[src/rtl/umcr_pkg.sv]
// Constants for the serial port mode and control register block.
// Assumes a 32-bit AXI4-Lite register bus and a single 40 MHz clock.
package umcr_pkg;
   // Register map (byte addresses)
   localparam logic [7:0]  MODE_OFFSET     = 8'h00;
   localparam logic [31:0] MODE_RESET      = 32'h0000_0000;
   // Software-writable positions; unimplemented and read-only bits are zero
   localparam logic [31:0] MODE_WRITE_MASK = 32'h0087_BBFF;
   // Field positions
   localparam int SLEEP_RUN_POS    = 23;
   localparam int ACTIVE_POS       = 22;
   localparam int CLK_SRC_HI_POS   = 18;
   localparam int CLK_SRC_LO_POS   = 17;
   localparam int RUN_OVR_POS      = 16;
   localparam int MODULE_ON_POS    = 15;
   localparam int IDLE_STOP_POS    = 13;
   localparam int IR_ENABLE_POS    = 12;
   localparam int RTS_MODE_POS     = 11;
   localparam int PIN_EN_HI_POS    = 9;
   localparam int PIN_EN_LO_POS    = 8;
   localparam int WAKE_POS         = 7;
   localparam int LOOPBACK_POS     = 6;
   localparam int AUTO_BAUD_POS    = 5;
   localparam int RX_INVERT_POS    = 4;
   localparam int HIGH_SPEED_POS   = 3;
   localparam int PARITY_HI_POS    = 2;
   localparam int PARITY_LO_POS    = 1;
   localparam int STOP_BIT_POS     = 0;
   // Baud clock source codes
   typedef enum logic [1:0] {
      SRC_BUS2_SLEEPOFF = 2'b00,
      SRC_SYSTEM        = 2'b01,
      SRC_FAST_RC       = 2'b10,
      SRC_BUS2          = 2'b11
   } umcr_src_t;
   // Bus answers
   localparam logic [1:0]  RESP_OKAY   = 2'b00;
   localparam logic [1:0]  RESP_SLVERR = 2'b10;
endpackage

[src/rtl/umcr_clk_sel.sv]
// Baud generator clock source selection and sleep gating.
// Source clocks arrive as one-cycle enable pulses in the clk domain.
`timescale 1ns/10ps
module umcr_clk_sel
   import umcr_pkg::*;
(
   // Clock and reset
   input  wire logic       clk,
   input  wire logic       rst,
   // Control
   input  wire logic [1:0] srcSel,
   input  wire logic       runEnable,
   input  wire logic       sleepRun,
   input  wire logic       sleepMode,
   input  wire logic       deepSleepMode,
   // Source ticks
   input  wire logic       bus2Tick,
   input  wire logic       fastRcTick,
   input  wire logic       systemTick,
   // Gated baud tick
   output logic            baudTick
);
   typedef struct packed {
      logic tick;
   } umcr_cs_t;

   umcr_cs_t cur;
   umcr_cs_t next_cur;
   logic     srcTick;
   logic     allow;

   // Source mux and gating
   always_comb begin
      next_cur = cur;
      case (umcr_src_t'(srcSel))
         SRC_BUS2_SLEEPOFF: srcTick = bus2Tick;
         SRC_SYSTEM:        srcTick = systemTick;
         SRC_FAST_RC:       srcTick = fastRcTick;
         SRC_BUS2:          srcTick = bus2Tick;
         default:           srcTick = 1'b0;
      endcase
      allow = runEnable & ~deepSleepMode;
      if (sleepMode) begin
         allow = allow & sleepRun & (srcSel == SRC_FAST_RC);
      end
      next_cur.tick = srcTick & allow;
   end

   // State register
   always_ff @(posedge clk) begin
      if (rst) begin
         cur <= '0;
      end else begin
         cur <= next_cur;
      end
   end

   assign baudTick = cur.tick;
endmodule

[src/rtl/umcr_pin_ctrl.sv]
// Pin ownership between the serial port and the general-purpose port.
// Pin 0 carries transmit, pin 1 carries receive; remap map flags come from outside.
`timescale 1ns/10ps
module umcr_pin_ctrl
   import umcr_pkg::*;
(
   // Clock and reset
   input  wire logic       clk,
   input  wire logic       rst,
   // Control
   input  wire logic       moduleOn,
   input  wire logic       transmitEnable,
   input  wire logic       remapTx,
   input  wire logic       remapRx,
   input  wire logic       rxInvert,
   input  wire logic       txData,
   // General-purpose port
   input  wire logic [1:0] portLatch,
   input  wire logic [1:0] portDirection,
   input  wire logic [1:0] pinIn,
   // Pins and receive data
   output logic      [1:0] pinOut,
   output logic      [1:0] pinOe,
   output logic      [1:0] portPinValue,
   output logic            rxData
);
   typedef struct packed {
      logic [1:0] out;
      logic [1:0] oe;
      logic [1:0] value;
      logic       rx;
   } umcr_pc_t;

   umcr_pc_t cur;
   umcr_pc_t next_cur;

   // Ownership decision from moduleOn and the remap flags; the legacy field is not used
   always_comb begin
      next_cur       = cur;
      next_cur.out   = portLatch;
      next_cur.oe    = ~portDirection;
      next_cur.value = pinIn;
      next_cur.rx    = 1'b1;
      if (moduleOn && remapTx && transmitEnable) begin
         next_cur.out[0] = txData;
         next_cur.oe[0]  = 1'b1;
      end
      if (moduleOn && remapRx) begin
         next_cur.out[1] = 1'b0;
         next_cur.oe[1]  = 1'b0;
         next_cur.rx     = pinIn[1] ^ rxInvert;
      end
   end

   // State register
   always_ff @(posedge clk) begin
      if (rst) begin
         cur <= '{out: 2'h0, oe: 2'h0, value: 2'h0, rx: 1'b1};
      end else begin
         cur <= next_cur;
      end
   end

   assign pinOut       = cur.out;
   assign pinOe        = cur.oe;
   assign portPinValue = cur.value;
   assign rxData       = cur.rx;
endmodule

[src/rtl/umcr_mode_ctrl.sv]
// Serial port mode and control register with its AXI4-Lite slave.
// Assumes power-state flags, busy flags and source ticks synchronous to clk.
//
// Added by the designer: register access over AXI4-Lite and the register offsets.
`timescale 1ns/10ps
module umcr_mode_ctrl
   import umcr_pkg::*;
(
   // Clock and reset
   input  wire logic        clk,
   input  wire logic        rst,
   // AXI4-Lite write address
   input  wire logic        s_axi_awvalid,
   output logic             s_axi_awready,
   input  wire logic [7:0]  s_axi_awaddr,
   input  wire logic [2:0]  s_axi_awprot,
   // AXI4-Lite write data
   input  wire logic        s_axi_wvalid,
   output logic             s_axi_wready,
   input  wire logic [31:0] s_axi_wdata,
   input  wire logic [3:0]  s_axi_wstrb,
   // AXI4-Lite write response
   output logic             s_axi_bvalid,
   input  wire logic        s_axi_bready,
   output logic      [1:0]  s_axi_bresp,
   // AXI4-Lite read address
   input  wire logic        s_axi_arvalid,
   output logic             s_axi_arready,
   input  wire logic [7:0]  s_axi_araddr,
   input  wire logic [2:0]  s_axi_arprot,
   // AXI4-Lite read data
   output logic             s_axi_rvalid,
   input  wire logic        s_axi_rready,
   output logic      [31:0] s_axi_rdata,
   output logic      [1:0]  s_axi_rresp,
   // Device power state
   input  wire logic        sleepMode,
   input  wire logic        idleMode,
   input  wire logic        deepSleepMode,
   // Baud clock sources
   input  wire logic        bus2Tick,
   input  wire logic        fastRcTick,
   input  wire logic        systemTick,
   // Serial port status
   input  wire logic        txBusy,
   input  wire logic        rxBusy,
   input  wire logic        receiveOverrunError,
   input  wire logic        transmitEnableBit,
   input  wire logic        txData,
   // Remap and general-purpose port
   input  wire logic        remapTx,
   input  wire logic        remapRx,
   input  wire logic [1:0]  portLatch,
   input  wire logic [1:0]  portDirection,
   input  wire logic [1:0]  pinIn,
   // Pins
   output logic      [1:0]  pinOut,
   output logic      [1:0]  pinOe,
   output logic      [1:0]  portPinValue,
   output logic             rxData,
   // Control to the serial port
   output logic             baudTick,
   output logic             portRunning,
   output logic             rxShiftEnable,
   output logic             wakeEnable,
   output logic             loopbackEnable,
   output logic             autoBaudEnable,
   output logic             highSpeedBaudSelect,
   output logic      [1:0]  parityWidthSelect,
   output logic             stopBitSelect,
   output logic             infraredEncoderEnable,
   output logic             requestToSendMode,
   output logic      [1:0]  legacyPinEnable
);
   typedef struct packed {
      logic [31:0] mode;
      logic        active;
      logic        run;
      logic        shiftEn;
      logic        awHeld;
      logic [7:0]  awAddr;
      logic        wHeld;
      logic [31:0] wData;
      logic [3:0]  wStrb;
      logic        bValid;
      logic [1:0]  bResp;
      logic        rValid;
      logic [31:0] rData;
      logic [1:0]  rResp;
      logic        awReady;
      logic        wReady;
      logic        arReady;
   } umcr_st_t;

   umcr_st_t    cur;
   umcr_st_t    next_cur;
   logic [31:0] byteMask;
   logic [31:0] writeMask;
   logic        sleepRun;
   logic        moduleOn;
   logic        idleStop;
   logic        runOnOverrun;
   logic        rxInvert;
   logic [1:0]  srcSel;

   // Field views of the stored mode word
   assign sleepRun              = cur.mode[SLEEP_RUN_POS];
   assign srcSel                = cur.mode[CLK_SRC_HI_POS:CLK_SRC_LO_POS];
   assign runOnOverrun          = cur.mode[RUN_OVR_POS];
   assign moduleOn              = cur.mode[MODULE_ON_POS];
   assign idleStop              = cur.mode[IDLE_STOP_POS];
   assign rxInvert              = cur.mode[RX_INVERT_POS];
   assign infraredEncoderEnable = cur.mode[IR_ENABLE_POS];
   assign requestToSendMode     = cur.mode[RTS_MODE_POS];
   assign legacyPinEnable       = cur.mode[PIN_EN_HI_POS:PIN_EN_LO_POS];
   assign wakeEnable            = cur.mode[WAKE_POS];
   assign loopbackEnable        = cur.mode[LOOPBACK_POS];
   assign autoBaudEnable        = cur.mode[AUTO_BAUD_POS];
   assign highSpeedBaudSelect   = cur.mode[HIGH_SPEED_POS];
   assign parityWidthSelect     = cur.mode[PARITY_HI_POS:PARITY_LO_POS];
   assign stopBitSelect         = cur.mode[STOP_BIT_POS];

   // Byte-lane mask from the write strobes
   always_comb begin
      for (int i = 0; i < 4; i++) begin
         byteMask[i*8 +: 8] = {8{cur.wStrb[i]}};
      end
      writeMask = byteMask & MODE_WRITE_MASK;
   end

   // Bus slave, mode register and run control
   always_comb begin
      next_cur = cur;
      // Address and data are taken in either order and held
      if (s_axi_awvalid && !cur.awHeld && !cur.bValid) begin
         next_cur.awHeld = 1'b1;
         next_cur.awAddr = s_axi_awaddr;
      end
      if (s_axi_wvalid && !cur.wHeld && !cur.bValid) begin
         next_cur.wHeld = 1'b1;
         next_cur.wData = s_axi_wdata;
         next_cur.wStrb = s_axi_wstrb;
      end
      // Write commits once both halves are held
      if (cur.awHeld && cur.wHeld) begin
         next_cur.awHeld = 1'b0;
         next_cur.wHeld  = 1'b0;
         next_cur.bValid = 1'b1;
         if (cur.awAddr[7:2] == MODE_OFFSET[7:2]) begin
            next_cur.mode  = (cur.mode & ~writeMask) | (cur.wData & writeMask);
            next_cur.bResp = RESP_OKAY;
         end else begin
            next_cur.bResp = RESP_SLVERR;
         end
      end
      if (cur.bValid && s_axi_bready) begin
         next_cur.bValid = 1'b0;
      end
      // Read answers one cycle after the address is taken
      if (cur.rValid && s_axi_rready) begin
         next_cur.rValid = 1'b0;
      end
      if (s_axi_arvalid && !cur.rValid) begin
         next_cur.rValid = 1'b1;
         if (s_axi_araddr[7:2] == MODE_OFFSET[7:2]) begin
            next_cur.rData = cur.mode & MODE_WRITE_MASK;
            next_cur.rData[ACTIVE_POS] = cur.active;
            next_cur.rResp = RESP_OKAY;
         end else begin
            next_cur.rData = 32'h0000_0000;
            next_cur.rResp = RESP_SLVERR;
         end
      end
      // Port runs when enabled, not deep asleep and not halted in idle
      next_cur.run = moduleOn & ~deepSleepMode & ~(idleMode & idleStop);
      // Activity flag set while the port runs and transmit or receive is busy
      next_cur.active = next_cur.run & (txBusy | rxBusy);
      // Receive shifter after an overrun
      if (receiveOverrunError && !runOnOverrun) begin
         next_cur.shiftEn = 1'b0;
      end else begin
         next_cur.shiftEn = next_cur.run;
      end
      // Ready flags held in flops so the bus outputs carry no gate
      next_cur.awReady = ~next_cur.awHeld & ~next_cur.bValid;
      next_cur.wReady  = ~next_cur.wHeld & ~next_cur.bValid;
      next_cur.arReady = ~next_cur.rValid;
   end

   // State register
   always_ff @(posedge clk) begin
      if (rst) begin
         cur         <= '0;
         cur.mode    <= MODE_RESET;
         cur.awReady <= 1'b1;
         cur.wReady  <= 1'b1;
         cur.arReady <= 1'b1;
      end else begin
         cur <= next_cur;
      end
   end

   // Baud clock source and sleep gating
   umcr_clk_sel u_clk_sel (
      .clk           (clk),
      .rst           (rst),
      .srcSel        (srcSel),
      .runEnable     (cur.run),
      .sleepRun      (sleepRun),
      .sleepMode     (sleepMode),
      .deepSleepMode (deepSleepMode),
      .bus2Tick      (bus2Tick),
      .fastRcTick    (fastRcTick),
      .systemTick    (systemTick),
      .baudTick      (baudTick)
   );

   // Pin ownership
   umcr_pin_ctrl u_pin_ctrl (
      .clk            (clk),
      .rst            (rst),
      .moduleOn       (moduleOn),
      .transmitEnable (transmitEnableBit),
      .remapTx        (remapTx),
      .remapRx        (remapRx),
      .rxInvert       (rxInvert),
      .txData         (txData),
      .portLatch      (portLatch),
      .portDirection  (portDirection),
      .pinIn          (pinIn),
      .pinOut         (pinOut),
      .pinOe          (pinOe),
      .portPinValue   (portPinValue),
      .rxData         (rxData)
   );

   // Bus outputs
   assign s_axi_awready = cur.awReady;
   assign s_axi_wready  = cur.wReady;
   assign s_axi_bvalid  = cur.bValid;
   assign s_axi_bresp   = cur.bResp;
   assign s_axi_arready = cur.arReady;
   assign s_axi_rvalid  = cur.rValid;
   assign s_axi_rdata   = cur.rData;
   assign s_axi_rresp   = cur.rResp;
   assign portRunning   = cur.run;
   assign rxShiftEnable = cur.shiftEn;
endmodule

[config.mk]
export PLATFORM = sky130hd
export DESIGN_NAME = umcr_mode_ctrl
export DESIGN_NICKNAME = d
export VERILOG_FILES = /design/src/rtl/umcr_pkg.sv /design/src/rtl/umcr_clk_sel.sv /design/src/rtl/umcr_pin_ctrl.sv /design/src/rtl/umcr_mode_ctrl.sv
export SDC_FILE = /design/constraint.sdc
export NUM_CORES = 1
export LEC_CHECK = 0
export BUFFER_PORTS_ARGS = -buffer_cell sky130_fd_sc_hd__clkbuf_2
export CORE_ASPECT_RATIO = 1.1
export CORE_MARGIN = 5
export CORE_UTILIZATION = 48
export CTS_CLUSTER_SIZE = 8
export DETAILED_ROUTE_END_ITERATION = 12
export PLACE_DENSITY_LB_ADDON = 0.05
export SLEW_MARGIN = 20
export SYNTH_ARGS = -nofsm -noshare
export SYNTH_HDL_FRONTEND = slang
export SYNTH_SLANG_ARGS = --single-unit
export TNS_END_PERCENT = 50
[constraint.sdc]
create_clock -name clk -period 2.1 [get_ports clk]
set_input_delay 0.42 -clock clk [delete_from_list [all_inputs] [get_ports clk]]
set_output_delay 0.42 -clock clk [all_outputs]
set_load 0.01 [all_outputs]
[After elaboration in Yosys (flattened, before gate mapping)]
Index checks and enable logic that the tools add are counted.
Storage, ports and cells
  bits in registers: 130
  input bits: 84
  output and inout bits: 62
  word-level logic and storage cells: 90
Cells by class
  equality and inequality tests: 3
  muxes and demuxes: 14
  bitwise logic cells: 24
  reduce and logical (&&, ||, !) cells: 25
Operator list (count)
  37-bit 2-to-1 mux: 1
  35-bit 2-to-1 mux: 1
  32-bit by 24-bit AND with 32-bit output: 1
  32-bit AND: 1
  24-bit NOT with 32-bit output: 1
  32-bit OR: 1
  26-bit 2-to-1 mux: 1
  1-bit logical AND: 12
  6-bit logical NOT: 2
  1-bit AND: 10
  9-bit 2-to-1 mux: 1
  2-bit OR reduction: 4
  1-bit 2-to-1 mux: 7
  1-bit NOT: 7
  1-bit logical NOT: 5
  2-bit equality test, second input constant: 2
  3-bit 2-to-1 mux: 1
  1-bit case mux with 3 select lines: 1
  2-bit by 1-bit equality test with 1-bit output, second input constant: 1
  2-bit logical NOT: 1
  2-bit 2-to-1 mux: 1
  2-bit NOT: 1
  2-bit AND reduction: 1
  1-bit OR: 1
  1-bit XOR: 1

[Depth between registers and ports, before layout]
Gate-level depths: netlist (run 1).
  word-level depth: 7
  depth in mapped cells: 5
  depth with buffers taken out: 4

[By module]
From an unflattened synthesis (run 1), not the netlist that was laid out.
Unflattened totals
  cell total of the unflattened synthesis: 393
  area total of the unflattened synthesis: 3548.4 µm²
Modules (own cells, without submodules)
  umcr_mode_ctrl: instances 1, cells an instance 364, area an instance 3228.1 µm², sequential area each 1521.5 µm²
  umcr_pin_ctrl: instances 1, cells an instance 19, area an instance 225.2 µm², sequential area each 140.1 µm²
  umcr_clk_sel: instances 1, cells an instance 10, area an instance 95.1 µm², sequential area each 20.0 µm²

[Least setup slack after synthesis (run 1)]
Ideal clock, no wire load.
  path type: flip-flop to flip-flop
  from: reg cur[84] in the netlist's numbering
  to: reg with a tool-made name
  library setup time: 0.072 ns
  arrival: 1.546 ns
  required time: 2.028 ns
  setup slack: 0.482 ns
  stages on the path, launching flop included: 5
  path buffers: 1
  clock period less this slack: 1.618 ns
  path through: dfxtp_1 or4_4 buf_6 nor3_4 mux2i_1
RTL lines
  start, declared: line umcr_mode_ctrl.sv:95  | umcr_st_t cur;
  start signal, assigned: line umcr_mode_ctrl.sv:199  | cur <= next_cur;

==> reports/results.txt, run 1 <==
Leak -> 1.715 nW
Final GP Congestion -> 0.7365
I/O Buffers -> 105
Reg clk slew, reported paths -> 0.08 ns
Final Setup Violations -> 0
HP Class -> input pin to flip-flop
Worst-Margin Slew -> 0.7133 ns
Cells after Synth -> 395
Max-slew headroom -> 52.45%
area of the multi-input gates -> 0.001470 mm2
Initial Utilization -> 49.81%
drt initial violations -> 105
post-synthesis cell type count -> 32
CP peak stage delay -> 0.61 ns
antenna-violating nets left -> 0
RSZ-0062 raised after global routing -> false
R2R cell count -> 3
fillers -> 697
DR pass1 iterations -> 4
Remaining DRCs -> 0
# diodes -> 0
Die Y -> 99.94 um
Fmax achieved -> 0.5794 GHz
fin util -> 57.63%
Final HPWL DP -> 5.255 mm
Cells on Worst Hold Path -> 2
vias in the first global route -> 2,527
GR Util All Layers -> 16.13%
number of synthesized flops with an enable pin -> 0
largest net degree at the start of global routing -> 76
status -> finished clean
CTS Hold Bufs -> 0
Worst-Skew Late Latency -> 0.35 ns
CTS tree -> yes
Post-synth ARST share -> 0%
Crit Path Max Fanout -> 8
Vias -> 2,678
Layout area overhead -> 15.70%
Critical Path RT -> 2.38 ns
critical-path cell list -> or4_4 -> nor3_4 -> mux2i_1
Final Skew -> 0.01105 ns
post-synthesis cell area -> 0.003530 mm2
nets@finish -> 554
DP Worst Slack -> 0.3755 ns
Hold Fails Final Rpt -> 0
P per Cell Area -> 761.6 mW/mm2
H-tree levels -> 3
CTS Buffer Depth -> 2
share of cells above drive strength 1 -> 28.60%
Resize count post-CTS -> 0
root buf cell -> clkbuf_8
Max Cap Viol -> 0
most common library cell in the layout ignoring fill and taps -> clkbuf_2
vias per inst -> 4.808
Tmin final -> 1.726 ns
Core ar. -> 0.007087 mm2
ys flop type -> dfxtp_1
register area -> 0.001682 mm2
fin crit share -> 82.18%
Setup CP Type -> flip-flop to flip-flop
sequential area share after synthesis -> 47.64%
Slew Viols, Final -> 0
die area -> 0.009170 mm2
Yosys reg bits -> 84
synthesized area per cell -> 8.936 um2
Arrival @ worst endpoint -> 2.01 ns
antenna violations before repair -> 0
Ports -> 146
Setup TNS -> 0 ns
Final WS setup -> 0.3742 ns
die width -> 91.76 um
Yosys warning total -> 0
most frequent cells in the layout -> clkbuf_2 (105), dfxtp_1 (84), nand2_1 (64), a21oi_1 (46), nand2b_1 (39)
Worst setup EP type -> flip-flop
first-pass GRT wire length -> 11.92 mm
setup bufs post-CTS -> 0
Peak VDD IR -> 395.2 uV
total grt overflow -> 0
Sink Count -> 84
WL/cell -> 12.99 um
slowest cell on the critical path -> or4_4
Routed Wire Length -> 7.238 mm
TritonCTS Buffers -> 9
row count -> 32
CP Launch Type -> flip-flop
## cells in the mapped netlist (3+ instances only)
cell type  instances  area share (%)
clkbuf_1          19             2.0
nand2_1           64             6.8
nand4_1           19             3.4
dfxtp_1           84              48
nor3_4             3             1.4
buf_4             40             8.5
a21oi_1           46             6.5
nor2_1            17             1.8
nand2b_1          39             6.9
mux2i_1           25             7.1
buf_1              4            0.43
nor2b_1            6             1.1
inv_1              7            0.74
## layer usage
metal | wire length [um] | up-vias | part of all wire [%] | GRT usage (%)
li1 | - | 1401 | - | -
met1 | 3395 | 1193 | 47 | 21.77
met2 | 3180 | 76 | 44 | 24.00
met3 | 560 | 8 | 7.7 | 5.097
met4 | 102 | 0 | 1.4 | 6.514
met5 | 0 | - | 0 | 0
## stage by stage
stage	hold WS (ns)	power, mW	area (um2)	cells
after detailed placement	0.4464	2.029	3892	542
after floorplan	0.4323	1.938	3582	409
final	0.2190	3.110	4084	557
after CTS	0.2013	3.149	4084	557
after global routing	0.2001	3.277	4084	557
after global placement	0.4390	2.025	3892	542
## power breakdown
| group | switching (mW) | internal (mW) | total (mW) |
|---|---|---|---|
| combinational | 0.173 | 0.135 | 0.308 |
| clock | 0.549 | 0.574 | 1.12 |
| sequential | 0.0313 | 1.65 | 1.68 |
## path summary, 6_finish.rpt
| check | startpoint | end | slack [ns] |
|---|---|---|---|
| worst min register to register | s_axi_rdata[12]$_SDFFE_PP0P_ | s_axi_rdata[12]$_SDFFE_PP0P_ | 0.45 |
| worst min-delay path | portDirection[1] | u_pin_ctrl.pinOe[1]$_SDFF_PP0_ | 0.22 |
| worst max-delay path | cur[84]$_SDFFE_PP0P_ | flip-flop | 0.37 |
| worst max register to register | cur[84]$_SDFFE_PP0P_ | flip-flop | 0.37 |
## logic make-up (layout without fill, tap and decap cells)
group,after synthesis,count (layout),synth area share [%]
other,1,15,0.1062
multiplexers,25,25,7.090
AO/OA/AOI/OAI,52,52,8.047
buffers and inverters,72,135,12.51
AND/OR/NAND/NOR,158,158,23.64
adder cells (fa/ha/maj),2,2,0.7089
XOR/XNOR,1,1,0.2482
flip-flops,84,84,47.64
## layout make-up
type / count / area share (%)
Inverter: 8 / 1.072
Tap cell: 85 / 2.604
Clock buffer: 11 / 3.462
Timing Repair Buffer: 112 / 14.46
Clock inverter: 4 / 1.225
Sequential cell: 84 / 41.18
Multi-Input combinational cell: 253 / 36.00
## critical path, delay by kind of cell (launching register included)
kind | cells | cell delay [ns]
and+or+nand+nor | 2 | 1.11
muxes | 1 | 0.24
DFF | 1 | 0.32
Note: power is estimated with default switching activity, not from simulation.
==> run 2, diff against run 1 <==
==> constraint.sdc (replaced) <==
create_clock -name clk -period 1.8 [get_ports clk]
set_input_delay 0.36 -clock clk [delete_from_list [all_inputs] [get_ports clk]]
set_output_delay 0.36 -clock clk [all_outputs]
set_load 0.01 [all_outputs]
==> run 2 against run 1 <==
Setup slack got worse by 0.20 ns. Highest routed layer unchanged. Worst hold slack got worse by 0.049 ns. Largest power group unchanged. Register-to-register slack got worse by 0.20 ns. Final cell count rose by 0.54%.
==> reports/results.txt, run 2 (same netlist as run 1, synthesis figures left out) <==
status -> finished clean
most common library cell in the layout ignoring fill and taps -> clkbuf_2
Cells on Worst Hold Path -> 2
total grt overflow -> 0
Final Setup Violations -> 0
share of cells above drive strength 1 -> 29.26%
Worst setup EP type -> flip-flop
Critical Path RT -> 2.06 ns
Arrival @ worst endpoint -> 1.89 ns
Setup CP Type -> flip-flop to flip-flop
Logic pwr share -> 9.6%
Final Skew -> 0.008126 ns
DR pass1 iterations -> 4
P_int -> 2.932 mW
nets@finish -> 557
root buf cell -> clkbuf_8
GR Util All Layers -> 15.83%
Fmax achieved -> 0.6156 GHz
drt initial violations -> 72
Die Y -> 99.94 um
Slew Viols, Final -> 0
Core ar. -> 0.007087 mm2
cell area after layout -> 0.004139 mm2
Crit. Startpoint -> cur[84]$_SDFFE_PP0P_
Initial Utilization -> 49.81%
antenna violations before repair -> 0
Setup TNS -> 0 ns
die area -> 0.009170 mm2
Leak -> 1.750 nW
CTS tree -> yes
Tmin final -> 1.624 ns
RR Startpoint -> cur[84]$_SDFFE_PP0P_
clock power share -> 38.9%
Final HPWL DP -> 5.366 mm
Routed Wire Length -> 7.260 mm
Hold Fails Final Rpt -> 0
Ports -> 146
H-tree levels -> 3
Crit Path Max Fanout -> 6
CP Launch Type -> flip-flop
setup bufs post-CTS -> 0
TritonCTS Buffers -> 9
CTS Buffer Depth -> 2
r2r setup slk -> 0.18 ns
fin util -> 58.40%
RSZ-0062 raised after global routing -> false
Layout area overhead -> 17.26%
CTS Hold Bufs -> 0
Peak VDD IR -> 655.6 uV
R2R cell count -> 3
# diodes -> 0
die width -> 91.76 um
antenna-violating nets left -> 0
Worst-Skew Late Latency -> 0.33 ns
Placed Area -> 0.003915 mm2
Max Cap Viol -> 0
most frequent cells in the layout -> clkbuf_2 (105), dfxtp_1 (84), nand2_1 (64), a21oi_1 (46), nand2b_1 (39)
fillers -> 695
Vias -> 2,681
HP Class -> input pin to flip-flop
Final GP Congestion -> 0.7320
Remaining DRCs -> 0
fin crit share -> 90.25%
WL/cell -> 12.96 um
switch share -> 22.93%
Resize count post-CTS -> 0
P per Cell Area -> 919.2 mW/mm2
vias per inst -> 4.788
largest net degree at the start of global routing -> 78
first-pass GRT wire length -> 11.83 mm
vias in the first global route -> 2,515
row count -> 32
Net Sw Power -> 0.8724 mW
I/O Buffers -> 105
Reg power frac -> 51.5%
Sink Count -> 84
Reg clk slew, reported paths -> 0.08 ns
run 2: cell count changes in the layout (fill, tap and decap cells not counted), sizes merged:
| cell | change |
|---|---|
| buf | +3 |
| bufinv | +1 |
| clkinvlp | -1 |
run 2: power by group through the flow:
stage | registers (mW) | clock network, mW | logic [mW]
3_3_place_gp | 2.00 | 0 | 0.365
2_1_floorplan | 2.00 | 0 | 0.259
5_1_grt | 1.97 | 1.60 | 0.408
6_report | 1.96 | 1.48 | 0.366
3_5_place_dp | 2.00 | 0 | 0.370
4_1_cts | 1.96 | 1.53 | 0.370
run 2: worst min path at each step:
stage | start | end | slack, ns
6_report | portDirection[1] | u_pin_ctrl.pinOe[1]$_SDFF_PP0_ | 0.17
5_1_grt | portDirection[1] | u_pin_ctrl.pinOe[1]$_SDFF_PP0_ | 0.15
4_1_cts | portDirection[1] | u_pin_ctrl.pinOe[1]$_SDFF_PP0_ | 0.15
3_5_place_dp | s_axi_rdata[6]$_SDFFE_PP0P_ | s_axi_rdata[6]$_SDFFE_PP0P_ | 0.44
3_3_place_gp | s_axi_rdata[15]$_SDFFE_PP0P_ | s_axi_rdata[15]$_SDFFE_PP0P_ | 0.44
2_1_floorplan | remapRx | u_pin_ctrl.rxData$_SDFF_PP1_ | 0.42
run 2: area by class of cell:
cell class,count,area [um2],share of cell area (%)
Clock buffer,11,151.4,3.658
Timing Repair Buffer,115,613.1,14.81
Multi-Input combinational cell,253,1470,35.52
Clock inverter,4,72.57,1.753
Inverter,8,43.79,1.058
Tap cell,85,106.4,2.570
Sequential cell,84,1682,40.63
run 2: metal layers:
metal	wire length, um	global-route usage, %
met4	73	6.514
met5	0	0
met1	3511	21.30
met3	453	3.898
met2	3221	24.40
run 2: worst max-delay path: stages, from the launching register on:
cell,delay (ns)
dfxtp_1,0.31
or4_4,0.60
nor3_4,0.42
mux2i_1,0.23
run 2: per-stage QoR:
stage | power, mW | setup WS [ns] | instances | hold slack (ns)
2_1_floorplan | 2.261 | 0.1822 | 409 | 0.4219
3_3_place_gp | 2.366 | 0.2014 | 545 | 0.4396
3_5_place_dp | 2.373 | 0.1777 | 545 | 0.4443
4_1_cts | 3.856 | 0.1438 | 560 | 0.1482
5_1_grt | 3.974 | 0.09784 | 560 | 0.1527
6_report | 3.805 | 0.1755 | 560 | 0.1702
